$ cat config.mk
export PLATFORM = sky130hd
export DESIGN_NAME = dmrt_regs
export DESIGN_NICKNAME = d
export VERILOG_FILES = /design/src/rtl/dmrt_pkg.sv /design/src/rtl/dmrt_regs.sv
export SDC_FILE = /design/constraint.sdc
export NUM_CORES = 1
export LEC_CHECK = 0
export ABC_CLOCK_PERIOD_IN_PS = 5000
export BUFFER_PORTS_ARGS = -buffer_cell sky130_fd_sc_hd__buf_2
export CORE_ASPECT_RATIO = 0.8
export CORE_UTILIZATION = 28
export CTS_BUF_LIST = sky130_fd_sc_hd__clkbuf_16
export CTS_CLUSTER_DIAMETER = 120
export CTS_CLUSTER_SIZE = 8
export DETAILED_ROUTE_END_ITERATION = 6
export PLACE_DENSITY_LB_ADDON = 0.05
export SYNTH_ARGS = -nofsm -noshare
export SYNTH_HDL_FRONTEND = slang
export SYNTH_SLANG_ARGS = --single-unit
$ cat constraint.sdc
create_clock -name ref_clk -period 5 [get_ports ref_clk]
set_clock_uncertainty 0.1 [all_clocks]
set_input_delay 0.75 -clock ref_clk [delete_from_list [all_inputs] [get_ports ref_clk]]
set_output_delay 0.75 -clock ref_clk [all_outputs]
set_load 0.01 [all_outputs]
$ cat src/rtl/dmrt_pkg.sv
`default_nettype none
package dmrt_pkg;
  // ----------------------------------------------------------------
  // Register offsets, one aligned word each; printed offsets are
  // register indices, the byte address is four times the index
  // ----------------------------------------------------------------
  localparam logic [7:0] IDX_MON_SEL    = 8'h2B;
  localparam logic [7:0] IDX_OPEN_QUEUE = 8'h2C;
  localparam logic [7:0] IDX_SAMPLE_MON = 8'h2D;
  localparam logic [7:0] IDX_OVER_MON   = 8'h2E;
  localparam logic [7:0] IDX_IDENT      = 8'h2F;
  localparam logic [9:0] ADDR_MON_SEL    = {IDX_MON_SEL, 2'b00};
  localparam logic [9:0] ADDR_OPEN_QUEUE = {IDX_OPEN_QUEUE, 2'b00};
  localparam logic [9:0] ADDR_SAMPLE_MON = {IDX_SAMPLE_MON, 2'b00};
  localparam logic [9:0] ADDR_OVER_MON   = {IDX_OVER_MON, 2'b00};
  localparam logic [9:0] ADDR_IDENT      = {IDX_IDENT, 2'b00};

  // ----------------------------------------------------------------
  // Field positions and reset values
  // ----------------------------------------------------------------
  localparam int         CH7_SEL_LSB     = 0;
  localparam int         CH8_SEL_LSB     = 3;
  localparam int         PART_CODE_LSB   = 4;
  localparam logic [7:0] MON_SEL_RESET   = 8'h00;
  localparam logic [7:0] OPEN_Q_RESET    = 8'h00;
  localparam logic [7:0] CLK_MON_RESET   = 8'h00;
  localparam logic [7:0] OPEN_Q_MANUAL   = 8'h01;

  // ----------------------------------------------------------------
  // Monitored clock timing
  // ----------------------------------------------------------------
  localparam int         CLK_MON_DIVIDE  = 64;
  localparam logic [5:0] PRESCALE_LAST   = 6'h3F;

  // ----------------------------------------------------------------
  // Diagnostic selector codes
  // ----------------------------------------------------------------
  typedef enum logic [2:0] {
    DMRT_SEL_INPUT_PIN     = 3'h0,
    DMRT_SEL_TEMP_SENSOR   = 3'h1,
    DMRT_SEL_REF_2V5       = 3'h2,
    DMRT_SEL_ANALOG_LDO    = 3'h3,
    DMRT_SEL_DIGITAL_LDO   = 3'h4,
    DMRT_SEL_IO_SUPPLY     = 3'h5,
    DMRT_SEL_ANALOG_GROUND = 3'h6,
    DMRT_SEL_ANALOG_SUPPLY = 3'h7
  } dmrt_sel_t;

  typedef enum logic [1:0] {
    DMRT_OPEN_OFF    = 2'h0,
    DMRT_OPEN_MANUAL = 2'h1,
    DMRT_OPEN_AUTO   = 2'h3
  } dmrt_open_mode_t;
endpackage
`default_nettype wire

$ cat src/rtl/dmrt_regs.sv
// Operation
// - Channel 7 selector in bits 2:0, reset 0, code 0 means input pin.
// - Codes 1..7 route to temp, 2.5V ref, LDOs, IO supply, ground, supply.
// - Channel 8 selector in bits 5:3, same encoding as channel 7.
// - Open-circuit queue register, RW, reset 0; value 1 means manual mode.
// - Queue above one: automatic mode, switch after that many unchanged codes.
// - Sample clock monitor counts once per 64 sample clock cycles.
// - Oversample clock monitor counts once per 64 oversample clock cycles.
// - Read-only identification: part code 7:4, revision 3:0, writes ignored.
// - Both selectors share one register, reset 0, bits 7:6 read zero.
`timescale 1ns/10ps
`default_nettype none
module dmrt_regs #(
  parameter logic [3:0] PART_CODE = 4'hA,  // Arbitrary value
  parameter logic [3:0] SILICON_REV = 4'h5 // Arbitrary value
) (
  input  wire  logic       ref_clk,
  input  wire  logic       rst_b,
  input  wire  logic       clk_en,
  input  wire  logic       psel,
  input  wire  logic       penable,
  input  wire  logic       pwrite,
  input  wire  logic [9:0] paddr,
  input  wire  logic [31:0] pwdata,
  input  wire  logic [3:0] pstrb,
  output logic       [31:0] prdata,
  output logic              pready,
  output logic              pslverr,
  input  wire  logic       sample_clk_pin,
  input  wire  logic       oversample_clk_pin,
  input  wire  logic       code_unchanged,
  output logic       [2:0] channel7_monitor_select,
  output logic       [2:0] channel8_monitor_select,
  output logic       [1:0] open_detect_mode,
  output logic             common_mode_switch
);

  // ----------------------------------------------------------------
  // Bus decode
  // ----------------------------------------------------------------
  logic       wr_en;
  logic       rd_en;
  logic       addr_hit;
  logic [7:0] rd_word;
  logic [7:0] mon_sel_reg;
  logic [7:0] open_queue_reg;
  logic [7:0] sample_cnt_reg;
  logic [7:0] over_cnt_reg;

  // Frozen block stretches the access phase; a read whose setup cycle is frozen still completes, with the old prdata
  assign pready  = clk_en;
  assign wr_en   = clk_en & psel & penable & pwrite & pstrb[0];
  // Read word captured in setup so it already stands at the access edge
  assign rd_en   = clk_en & psel & ~penable & ~pwrite;
  assign pslverr = psel & penable & ~addr_hit;

  always_comb
  begin
    addr_hit = 1'b1;
    rd_word  = 8'h00;
    unique case (paddr)
      dmrt_pkg::ADDR_MON_SEL:    rd_word = mon_sel_reg;
      dmrt_pkg::ADDR_OPEN_QUEUE: rd_word = open_queue_reg;
      dmrt_pkg::ADDR_SAMPLE_MON: rd_word = sample_cnt_reg;
      dmrt_pkg::ADDR_OVER_MON:   rd_word = over_cnt_reg;
      dmrt_pkg::ADDR_IDENT:      rd_word = {PART_CODE, SILICON_REV};
      default:                   addr_hit = 1'b0;
    endcase
  end

  always_ff @(posedge ref_clk)
  begin
    if (!rst_b)
      prdata <= 32'h0000_0000;
    else if (rd_en)
      prdata <= {24'h00_0000, rd_word};
  end

  // ----------------------------------------------------------------
  // Selector and queue registers
  // ----------------------------------------------------------------
  always_ff @(posedge ref_clk)
  begin
    if (!rst_b)
      mon_sel_reg <= dmrt_pkg::MON_SEL_RESET;
    else if (wr_en && paddr == dmrt_pkg::ADDR_MON_SEL)
      mon_sel_reg <= {2'b00, pwdata[5:0]};
  end

  always_ff @(posedge ref_clk)
  begin
    if (!rst_b)
      open_queue_reg <= dmrt_pkg::OPEN_Q_RESET;
    else if (wr_en && paddr == dmrt_pkg::ADDR_OPEN_QUEUE)
      open_queue_reg <= pwdata[7:0];
  end

  // Codes go straight to the analog mux; all eight are legal
  assign channel7_monitor_select = mon_sel_reg[dmrt_pkg::CH7_SEL_LSB +: 3];
  assign channel8_monitor_select = mon_sel_reg[dmrt_pkg::CH8_SEL_LSB +: 3];

  // ----------------------------------------------------------------
  // Open-circuit detection control
  // ----------------------------------------------------------------
  logic [7:0] unchanged_cnt_reg;
  logic       unchanged_sync1_reg;
  logic       unchanged_sync2_reg;

  always_comb
  begin
    if (open_queue_reg == dmrt_pkg::OPEN_Q_RESET)
      open_detect_mode = dmrt_pkg::DMRT_OPEN_OFF;
    else if (open_queue_reg == dmrt_pkg::OPEN_Q_MANUAL)
      open_detect_mode = dmrt_pkg::DMRT_OPEN_MANUAL;
    else
      open_detect_mode = dmrt_pkg::DMRT_OPEN_AUTO;
  end

  // Conversion strobe comes from the converter domain
  always_ff @(posedge ref_clk)
  begin
    if (!rst_b)
    begin
      unchanged_sync1_reg <= 1'b0;
      unchanged_sync2_reg <= 1'b0;
    end
    else if (clk_en)
    begin
      unchanged_sync1_reg <= code_unchanged;
      unchanged_sync2_reg <= unchanged_sync1_reg;
    end
  end

  // Counts conversions with no code change; any change restarts the run
  always_ff @(posedge ref_clk)
  begin
    if (!rst_b)
    begin
      unchanged_cnt_reg  <= 8'h00;
      common_mode_switch <= 1'b0;
    end
    else if (clk_en)
    begin
      common_mode_switch <= 1'b0;
      if (open_detect_mode != dmrt_pkg::DMRT_OPEN_AUTO || !unchanged_sync2_reg)
        unchanged_cnt_reg <= 8'h00;
      else if (unchanged_cnt_reg + 8'h01 >= open_queue_reg)
      begin
        unchanged_cnt_reg  <= 8'h00;
        common_mode_switch <= 1'b1;
      end
      else
        unchanged_cnt_reg <= unchanged_cnt_reg + 8'h01;
    end
  end

  // ----------------------------------------------------------------
  // Clock monitors, one per sampled clock
  // ----------------------------------------------------------------
  logic [1:0] mon_pin;
  logic [7:0] mon_cnt [2];

  assign mon_pin      = {oversample_clk_pin, sample_clk_pin};
  assign sample_cnt_reg = mon_cnt[0];
  assign over_cnt_reg   = mon_cnt[1];

  // Monitored clocks are seen at rates up to half of ref_clk
  for (genvar g = 0; g < 2; g++)
  begin : g_mon
    logic       sync1_reg;
    logic       sync2_reg;
    logic       prev_reg;
    logic [5:0] prescale_reg;
    logic [7:0] count_reg;

    always_ff @(posedge ref_clk)
    begin
      if (!rst_b)
      begin
        sync1_reg    <= 1'b0;
        sync2_reg    <= 1'b0;
        prev_reg     <= 1'b0;
        prescale_reg <= 6'h00;
        count_reg    <= dmrt_pkg::CLK_MON_RESET;
      end
      else if (clk_en)
      begin
        sync1_reg <= mon_pin[g];
        sync2_reg <= sync1_reg;
        prev_reg  <= sync2_reg;
        if (sync2_reg && !prev_reg)
        begin
          prescale_reg <= prescale_reg + 6'h01;
          if (prescale_reg == dmrt_pkg::PRESCALE_LAST)
            count_reg <= count_reg + 8'h01;
        end
      end
    end
    assign mon_cnt[g] = count_reg;
  end

endmodule
`default_nettype wire

---- Word-level counts from Yosys, hierarchy flattened ----
Index checks and enable logic that the tools add are counted.
operators by class
  reduce and logical (&&, ||, !) cells .... 14
  multiplexer cells ....................... 8
  bitwise logic cells ..................... 11
  add/sub/neg operators ................... 5
  equality and inequality tests ........... 9
  $lt $le $gt $ge ......................... 1
operators by type and width
  cell                   count
  $eq A10 B8 Y1 const B  5
  $pmux W8 S5            1
  $add A8 B1 Y8 const B  3
  $mux W8                2
  $add A6 B1 Y6 const B  2
  $eq A6 B6 Y1 const B   2
  $and A1 B1 Y1          8
  $eq A8 B1 Y1 const B   1
  $ge A8 B8 Y1           1
  $logic_not A8 Y1       1
  $reduce_and A3 Y1      2
  $reduce_or A5 Y1       1
  $logic_and A1 B1 Y1    4
  $mux W2                2
  $reduce_and A2 Y1      2
  $logic_not A1 Y1       3
  $mux W1                3
  $not A1 Y1             3
  $ne A2 B2 Y1 const B   1
  $logic_or A1 B1 Y1     1
word-level totals
  output and inout bits ................... 43
  logic and storage cells ................. 65
  bits in registers ....................... 67
  input port bits ......................... 55

---- Logic depth before layout (Yosys ltp) ----
Gate-level depths: netlist of run 1.
  depth in word-level cells ............... 6
  depth in mapped cells ................... 11
  gate-level depth less buffers ........... 11

---- Worst setup path after synthesis of run 1 ----
OpenSTA, ideal clock, no wires.
  path kind ............................... register to register
  start ................................... register unchanged_cnt_reg[0]
  end ..................................... register unchanged_cnt_reg[1]
  arrival ................................. 2256 ps
  buffers on the path ..................... 0
  required time ........................... 4785 ps
  period minus slack after synthesis ...... 2471 ps
  library setup time ...................... 115 ps
  stages on the path, launching flop included .. 11
  path slack .............................. 2529 ps
  cell sequence ........................... dfxtp_1 ha_1 nand3_1 xnor2_1 inv_1 ha_1 o21a_1 a21oi_1 o31ai_1 o32ai_1 and2_1
on the way
  cells in the longest elaborated chain, start to end .. 4
RTL lines
  item                      line                                RTL
  start: declaration        dmrt_regs.sv:105                    logic [7:0] unchanged_cnt_reg;
  start signal: assignment  dmrt_regs.sv:153                    unchanged_cnt_reg <= unchanged_cnt_reg + 8'h01;
  $add A8 B1 Y8 (*)         dmrt_regs.sv:147, dmrt_regs.sv:153
  $ge A8 B8 Y1              dmrt_regs.sv:147                    else if (unchanged_cnt_reg + 8'h01 >= open_queue_reg)
  $mux W8 (*)               dmrt_regs.sv:147
  $mux W8 (*)               dmrt_regs.sv:145                    if (open_detect_mode != dmrt_pkg::DMRT_OPEN_AUTO || !unchanged_sync2_reg)
Mark *: on every way between the ends. The rest lies on a longest branch, timed or not.
A chain may end at the register's enable or synchronous reset.

---- Worst setup path in the final report of run 1 ----
  start ................................... register unchanged_cnt_reg[0]
  end ..................................... register unchanged_cnt_reg[5]
Same word-level chain as after synthesis.

==> impl_metrics.toml, run 1 <==
[yosys]
synth_top_area_cell = "dfxtp_1"
synth-seq-cells = 67
synth-seq-area-share_pct = 36.70
yosysTopAreaCellShare_pct = 36.70
async_flop_share_pct = 0
yosysUniqueCellTypes = 39
yosysWarnings = 0
synthFlopType = "dfxtp_1"
syn-cell-area_mm2 = 0.003655
synth_enable_flop_cells = 0
yosys-top-cells-area = "dfxtp_1 (37%), mux2i_1 (8.5%), and2_1 (6.0%)"
avgSynthCellArea_um2 = 8.871
syn_inst = 412

[placement]
dpl.hpwl_um = 5885
place_inst = 611
gp_congestion = 0.7243
pre_cts_ws_ns = 2.015
port_buffers = 46
place_area_mm2 = 0.003936

[cts]
cts-buffers-inserted = 9
post_cts_resize_count = 0
htree_levels = 3
tritoncts = "yes"
hold_buffers = 0
cts_root_buf = "clkbuf_16"
post_cts_buffers = 0
cts.reportedPaths.clkPinSlew_ns = 0.06
cts_buffer_depth = 2
clk-insertion-delay-late_ns = 0.33
clkSinkCount = 67

[pwr]
switching_share_pct = 22.86
p_leak_nw = 1.722
pwr-share-seq_pct = 44.3
p_per_area_mw_per_mm2 = 287.7
power_switching_mw = 0.2778
irDropWorstVdd_mv = 0.1626
clockPowerShare_pct = 50.8
p_int_mw = 0.9373
pwr-share-comb_pct = 4.9

[worst_setup_path]
cp.arrival_ns = 3.15
crit_path_end_kind = "flip-flop"
required_ns = 5.13
worstSetupPathType = "reg -> reg"
critPathMaxFanout = 9
worst_setup_path_start_kind = "flip-flop"

[timing]
worst_pin_slew_ns = 1.137
setup_viol = 0
slew-limit-headroom_pct = 23.53
setup_slack_ns = 1.983
rsz0062_at_grt = "no"
fin_hold_ws_ns = 0.3619
hold_violations = 0
period_minus_slack_ns = 3.017
fmax_ghz = 0.3315
period_share_pct = 60.34
slew_violations = 0
fin_setup_tns_ns = 0

[grt]
track_usage_pct = 13.02
grt_pass1_vias = 2574
antenna_found_initial = 1
grt_max_degree = 68
grt_pass1_wl_um = 13310
overflow = 0

[floorplan]
core_mm2 = 0.01243
die_y_um = 104.2
initial_utilization_pct = 29.40
num_rows = 36
fp.dieW_um = 129.7
dieArea_mm2 = 0.01352
io_pins = 98

[layout]
drive_above_1_share_pct = 15.13
final_area_mm2 = 0.004224
largest_reg_flops = 16
nets = 519
synthToLayoutAreaGrowth_pct = 15.58
finalNonFillerCells = 628

[flow_run]
maxCapViolCount = 0

[drt]
dr.pass1.iters = 4
first_iter_violations = 92
viasPerCell = 4.344
drtAntennaViolNets = 0
route.detailed.drc = 0
vias = 2728
finalWirelength_um = 8387
wl_per_cell_um = 13.36

[status]
status = "finished clean"

[worst_hold_path]
hold_class = "reg -> reg"
-- metal layers --
metal,global-route usage [%],vias up,routed length (µm)
li1,-,1422,-
met1,17.79,1224,4309
met5,0,-,0
met4,4.485,0,111
met2,18.95,74,3475
met3,4.270,8,490
-- synth_stat cells (2+ instances only) --
cell       number
a211oi_1        2
a21boi_0        6
a21oi_1        14
and2_1         35
and3_1          7
buf_4          25
clkbuf_1       15
dfxtp_1        67
ha_1           13
inv_1          20
mux2i_1        31
nand2_1        33
nand2b_1        6
nand3_1        11
nand3b_1        2
nand4_1         9
nor2_1         12
nor2b_1        28
nor3_1          3
nor3_2          2
nor4_4          2
o21a_1          3
o21ai_0        12
o2bb2ai_1       3
o32ai_1         6
or2_2           2
or3_1           6
xnor2_1        22
xor2_1          5
-- layout by cell type (no fill, tap or decap), drive strengths merged --
cell / count
a21boi: 6
or3: 6
nand2: 33
nor2: 12
dfxtp: 67
nor4: 3
xnor2: 22
bufinv: 1
clkinv: 4
nor2b: 28
xor2: 5
clkinvlp: 1
o21a: 3
nor3: 5
nand3: 12
and3: 8
or2: 2
ha: 13
buf: 46
nand4: 9
o32ai: 6
and2: 35
o31ai: 1
conb: 24
o2bb2ai: 3
or4: 1
nand2b: 6
a21oi: 14
nor4b: 1
clkbuf: 9
a211oi: 2
o41ai: 1
mux2i: 31
a21o: 1
o21ai: 12
nand3b: 2
diode: 1
inv: 21
-- path summary, 6_finish.rpt --
path | startpoint | depth (start not counted) | to | slack, ns
setup / recovery | unchanged_cnt_reg[0] | 10 | unchanged_cnt_reg[5] | 1.98
hold / removal | prdata[6] | 2 | prdata[6] | 0.36
setup reg to reg | unchanged_cnt_reg[0] | 10 | unchanged_cnt_reg[5] | 1.98
hold reg to reg | prdata[6] | 2 | prdata[6] | 0.36
-- cells by family after synthesis --
logic type                 count (synthesis)  share of synthesized area [%]
AOI/OAI and AO/OA                         49                          8.627
xor gates and xnor gates                  27                          6.470
adders and majority gates                 13                          4.451
buffers and inverters                     61                          8.867
DFF                                       67                          36.70
muxes                                     31                          8.490
other                                      1                         0.1026
and+or+nand+nor                          163                          26.29
-- power groups by stage --
stage               combinational, mW  clock [mW]  sequential, mW
floorplan                      0.0527           0           0.550
detailed placement             0.0601           0           0.550
global placement               0.0599           0           0.550
finish                         0.0593       0.617           0.539
global route                   0.0669       0.658           0.539
CTS                            0.0603       0.640           0.539
-- metrics by stage --
stage | utilization (%) | total power [mW]
2_1_floorplan | - | 0.6027
3_3_place_gp | 31.66 | 0.6103
3_5_place_dp | 31.66 | 0.6106
4_1_cts | 33.96 | 1.239
5_1_grt | 33.96 | 1.264
6_report | 33.98 | 1.215
-- critical path, cell delays in order, from the launching register on --
cell	delay, ns
dfxtp_1	0.41
ha_1	0.22
nand3_1	0.12
xnor2_1	0.21
inv_1	0.07
ha_1	0.27
o21a_1	0.11
a21oi_1	0.06
o31ai_1	0.94
a211oi_1	0.15
o21a_1	0.23
-- layout make-up --
cell class,count,area [µm²]
Timing Repair Buffer,46,230.2
Sequential cell,67,1341
Multi-Input combinational cell,307,2076
Inverter,20,75.07
Antenna cell,1,2.502
Clock inverter,7,60.06
Fill cell,1335,8208
Tap cell,171,214.0
Clock buffer,9,225.2
Power figures use the tool's default switching activity.
==> inputs of run 2 (changes only) <==
--- a/config.mk
+++ b/config.mk
@@ -5,7 +5,7 @@
 export SDC_FILE = /design/constraint.sdc
 export NUM_CORES = 1
 export LEC_CHECK = 0
-export ABC_CLOCK_PERIOD_IN_PS = 5000
+export ABC_CLOCK_PERIOD_IN_PS = 2800
 export BUFFER_PORTS_ARGS = -buffer_cell sky130_fd_sc_hd__buf_2
 export CORE_ASPECT_RATIO = 0.8
 export CORE_UTILIZATION = 28
==> constraint.sdc (replaced) <==
create_clock -name ref_clk -period 2.8 [get_ports ref_clk]
set_clock_uncertainty 0.1 [all_clocks]
set_input_delay 0.42 -clock ref_clk [delete_from_list [all_inputs] [get_ports ref_clk]]
set_output_delay 0.42 -clock ref_clk [all_outputs]
set_load 0.01 [all_outputs]
==> run 2 against run 1 <==
- critical endpoint is now unchanged_cnt_reg[2]
- die area unchanged
- largest cell class unchanged
- design area up 2.3%
- critical path type unchanged
- flip-flop and latch count unchanged
- register-to-register slack worse by 1.8 ns
- count of clock-buffer cells in the layout unchanged
- critical path depth up 2
- first-iteration DRC count down 49%
- setup slack worse by 1.8 ns
==> impl_metrics.toml, run 2 (same netlist as run 1, synthesis figures left out) <==
[layout]
finalNonFillerCells = 639
drive_above_1_share_pct = 17.13
synthToLayoutAreaGrowth_pct = 18.25
nets = 532
final_common_cell = "dfxtp_1"
final_cell_mix = "dfxtp_1 (67), buf_2 (46), and2_1 (35), nand2_1 (33), mux2i_1 (31)"
final_area_mm2 = 0.004322
largest_reg_flops = 16

[worst_setup_path]
crit_path_end_kind = "flip-flop"
path_common_cell = "ha_1"
critPathMaxFanout = 9
r2r_slack_ns = 0.22
crit_chain = "ha_1, nand3_1, nor2_1, xnor2_1, inv_1, ha_1, buf_4, a21o_1, a21oi_1, o31ai_4, o32ai_1, and2_1"
required_ns = 2.98
worstSetupPathType = "reg -> reg"
cp_slowest_cell = "dfxtp_1"
cp.arrival_ns = 2.76
critPathMaxStageDelay_ns = 0.37
worst_setup_path_start_kind = "flip-flop"

[flow_run]
maxCapViolCount = 0

[grt]
track_usage_pct = 13.00
grt_pass1_wl_um = 13380
grt_pass1_vias = 2578
overflow = 0
grt_max_degree = 37
antenna_found_initial = 1

[placement]
dpl.hpwl_um = 6115
place_area_mm2 = 0.004034
place_inst = 624
port_buffers = 46
pre_cts_ws_ns = -0.1272
gp_congestion = 0.7262

[drt]
dr.pass1.iters = 4
drtAntennaViolNets = 0
wl_per_cell_um = 13.06
viasPerCell = 4.279
first_iter_violations = 47
finalWirelength_um = 8347
route.detailed.drc = 0
vias = 2734

[timing]
fmax_ghz = 0.3872
period_minus_slack_ns = 2.582
rsz0062_at_grt = "no"
hold_violations = 0
slew-limit-headroom_pct = 57.87
setup_viol = 0
period_share_pct = 92.23
setup_slack_ns = 0.2177
slew_violations = 0
worst_pin_slew_ns = 0.6273
fin_hold_ws_ns = 0.2471

[status]
status = "finished clean"

[floorplan]
num_rows = 36
core_mm2 = 0.01243
fp.dieW_um = 129.7
initial_utilization_pct = 29.40
die_y_um = 104.2
io_pins = 98
dieArea_mm2 = 0.01352

[cts]
post_cts_buffers = 0
cts.reportedPaths.clkPinSlew_ns = 0.06
clk-insertion-delay-late_ns = 0.33
cts-buffers-inserted = 9
clkSinkCount = 67
cts_buffer_depth = 2
post_cts_resize_count = 1
hold_buffers = 0
tritoncts = "yes"
cts_root_buf = "clkbuf_16"
htree_levels = 3

[worst_hold_path]
hold_class = "in -> reg"

[pwr]
irDropWorstVdd_mv = 0.2496
finalPower_mw = 2.133
p_per_area_mw_per_mm2 = 493.5
p_leak_nw = 1.779
[run 2: layout make-up]
type                            count  area, µm²
Fill cell                        1345       8110
Multi-Input combinational cell    307       2090
Sequential cell                    67       1341
Timing Repair Buffer               59      327.8
Clock buffer                        9      225.2
Tap cell                          171      214.0
Inverter                           20      75.07
Clock inverter                      5      46.29
Antenna cell                        1      2.502
[run 2: final timing paths]
kind | to | cells past startpoint | from
setup / recovery | unchanged_cnt_reg[2] | 12 | unchanged_cnt_reg[1]
hold / removal | open_queue_reg[6] | 3 | pwdata[6]
setup reg to reg | unchanged_cnt_reg[2] | 12 | unchanged_cnt_reg[1]
hold reg to reg | prdata[6] | 2 | prdata[6]
[run 2: metrics by stage]
stage | setup TNS [ns] | utilization [%]
6_report | 0 | 34.76
5_1_grt | 0 | 34.74
3_5_place_dp | -0.9421 | 32.45
4_1_cts | 0 | 34.67
2_1_floorplan | 0 | -
3_3_place_gp | -1.506 | 32.45
[run 2: worst max-delay path, delay by kind of cell, from the launching register on]
kind / cells / cell delay, ns
XOR/XNOR: 1 / 0.16
buffers and inverters: 2 / 0.20
adder cells (fa/ha/maj): 2 / 0.46
AND/OR/NAND/NOR: 3 / 0.41
flip-flops: 1 / 0.37
AO/OA/AOI/OAI: 4 / 0.80
[run 2: power breakdown]
group	internal [mW]	leakage [nW]	switching, mW
Sequential	0.959	0.540	0.00318
Clock	0.667	0.134	0.395
Combinational	0.0390	1.10	0.0692
[run 2: per-layer routing]
metal | part of all wire (%) | routed length [µm] | up-vias | global-route usage [%]
met3 | 5.1 | 425 | 9 | 4.167
met1 | 53 | 4419 | 1224 | 18.48
li1 | - | - | 1445 | -
met2 | 41 | 3405 | 56 | 18.14
met5 | 0 | 0 | - | 0
met4 | 1.2 | 97 | 0 | 4.485
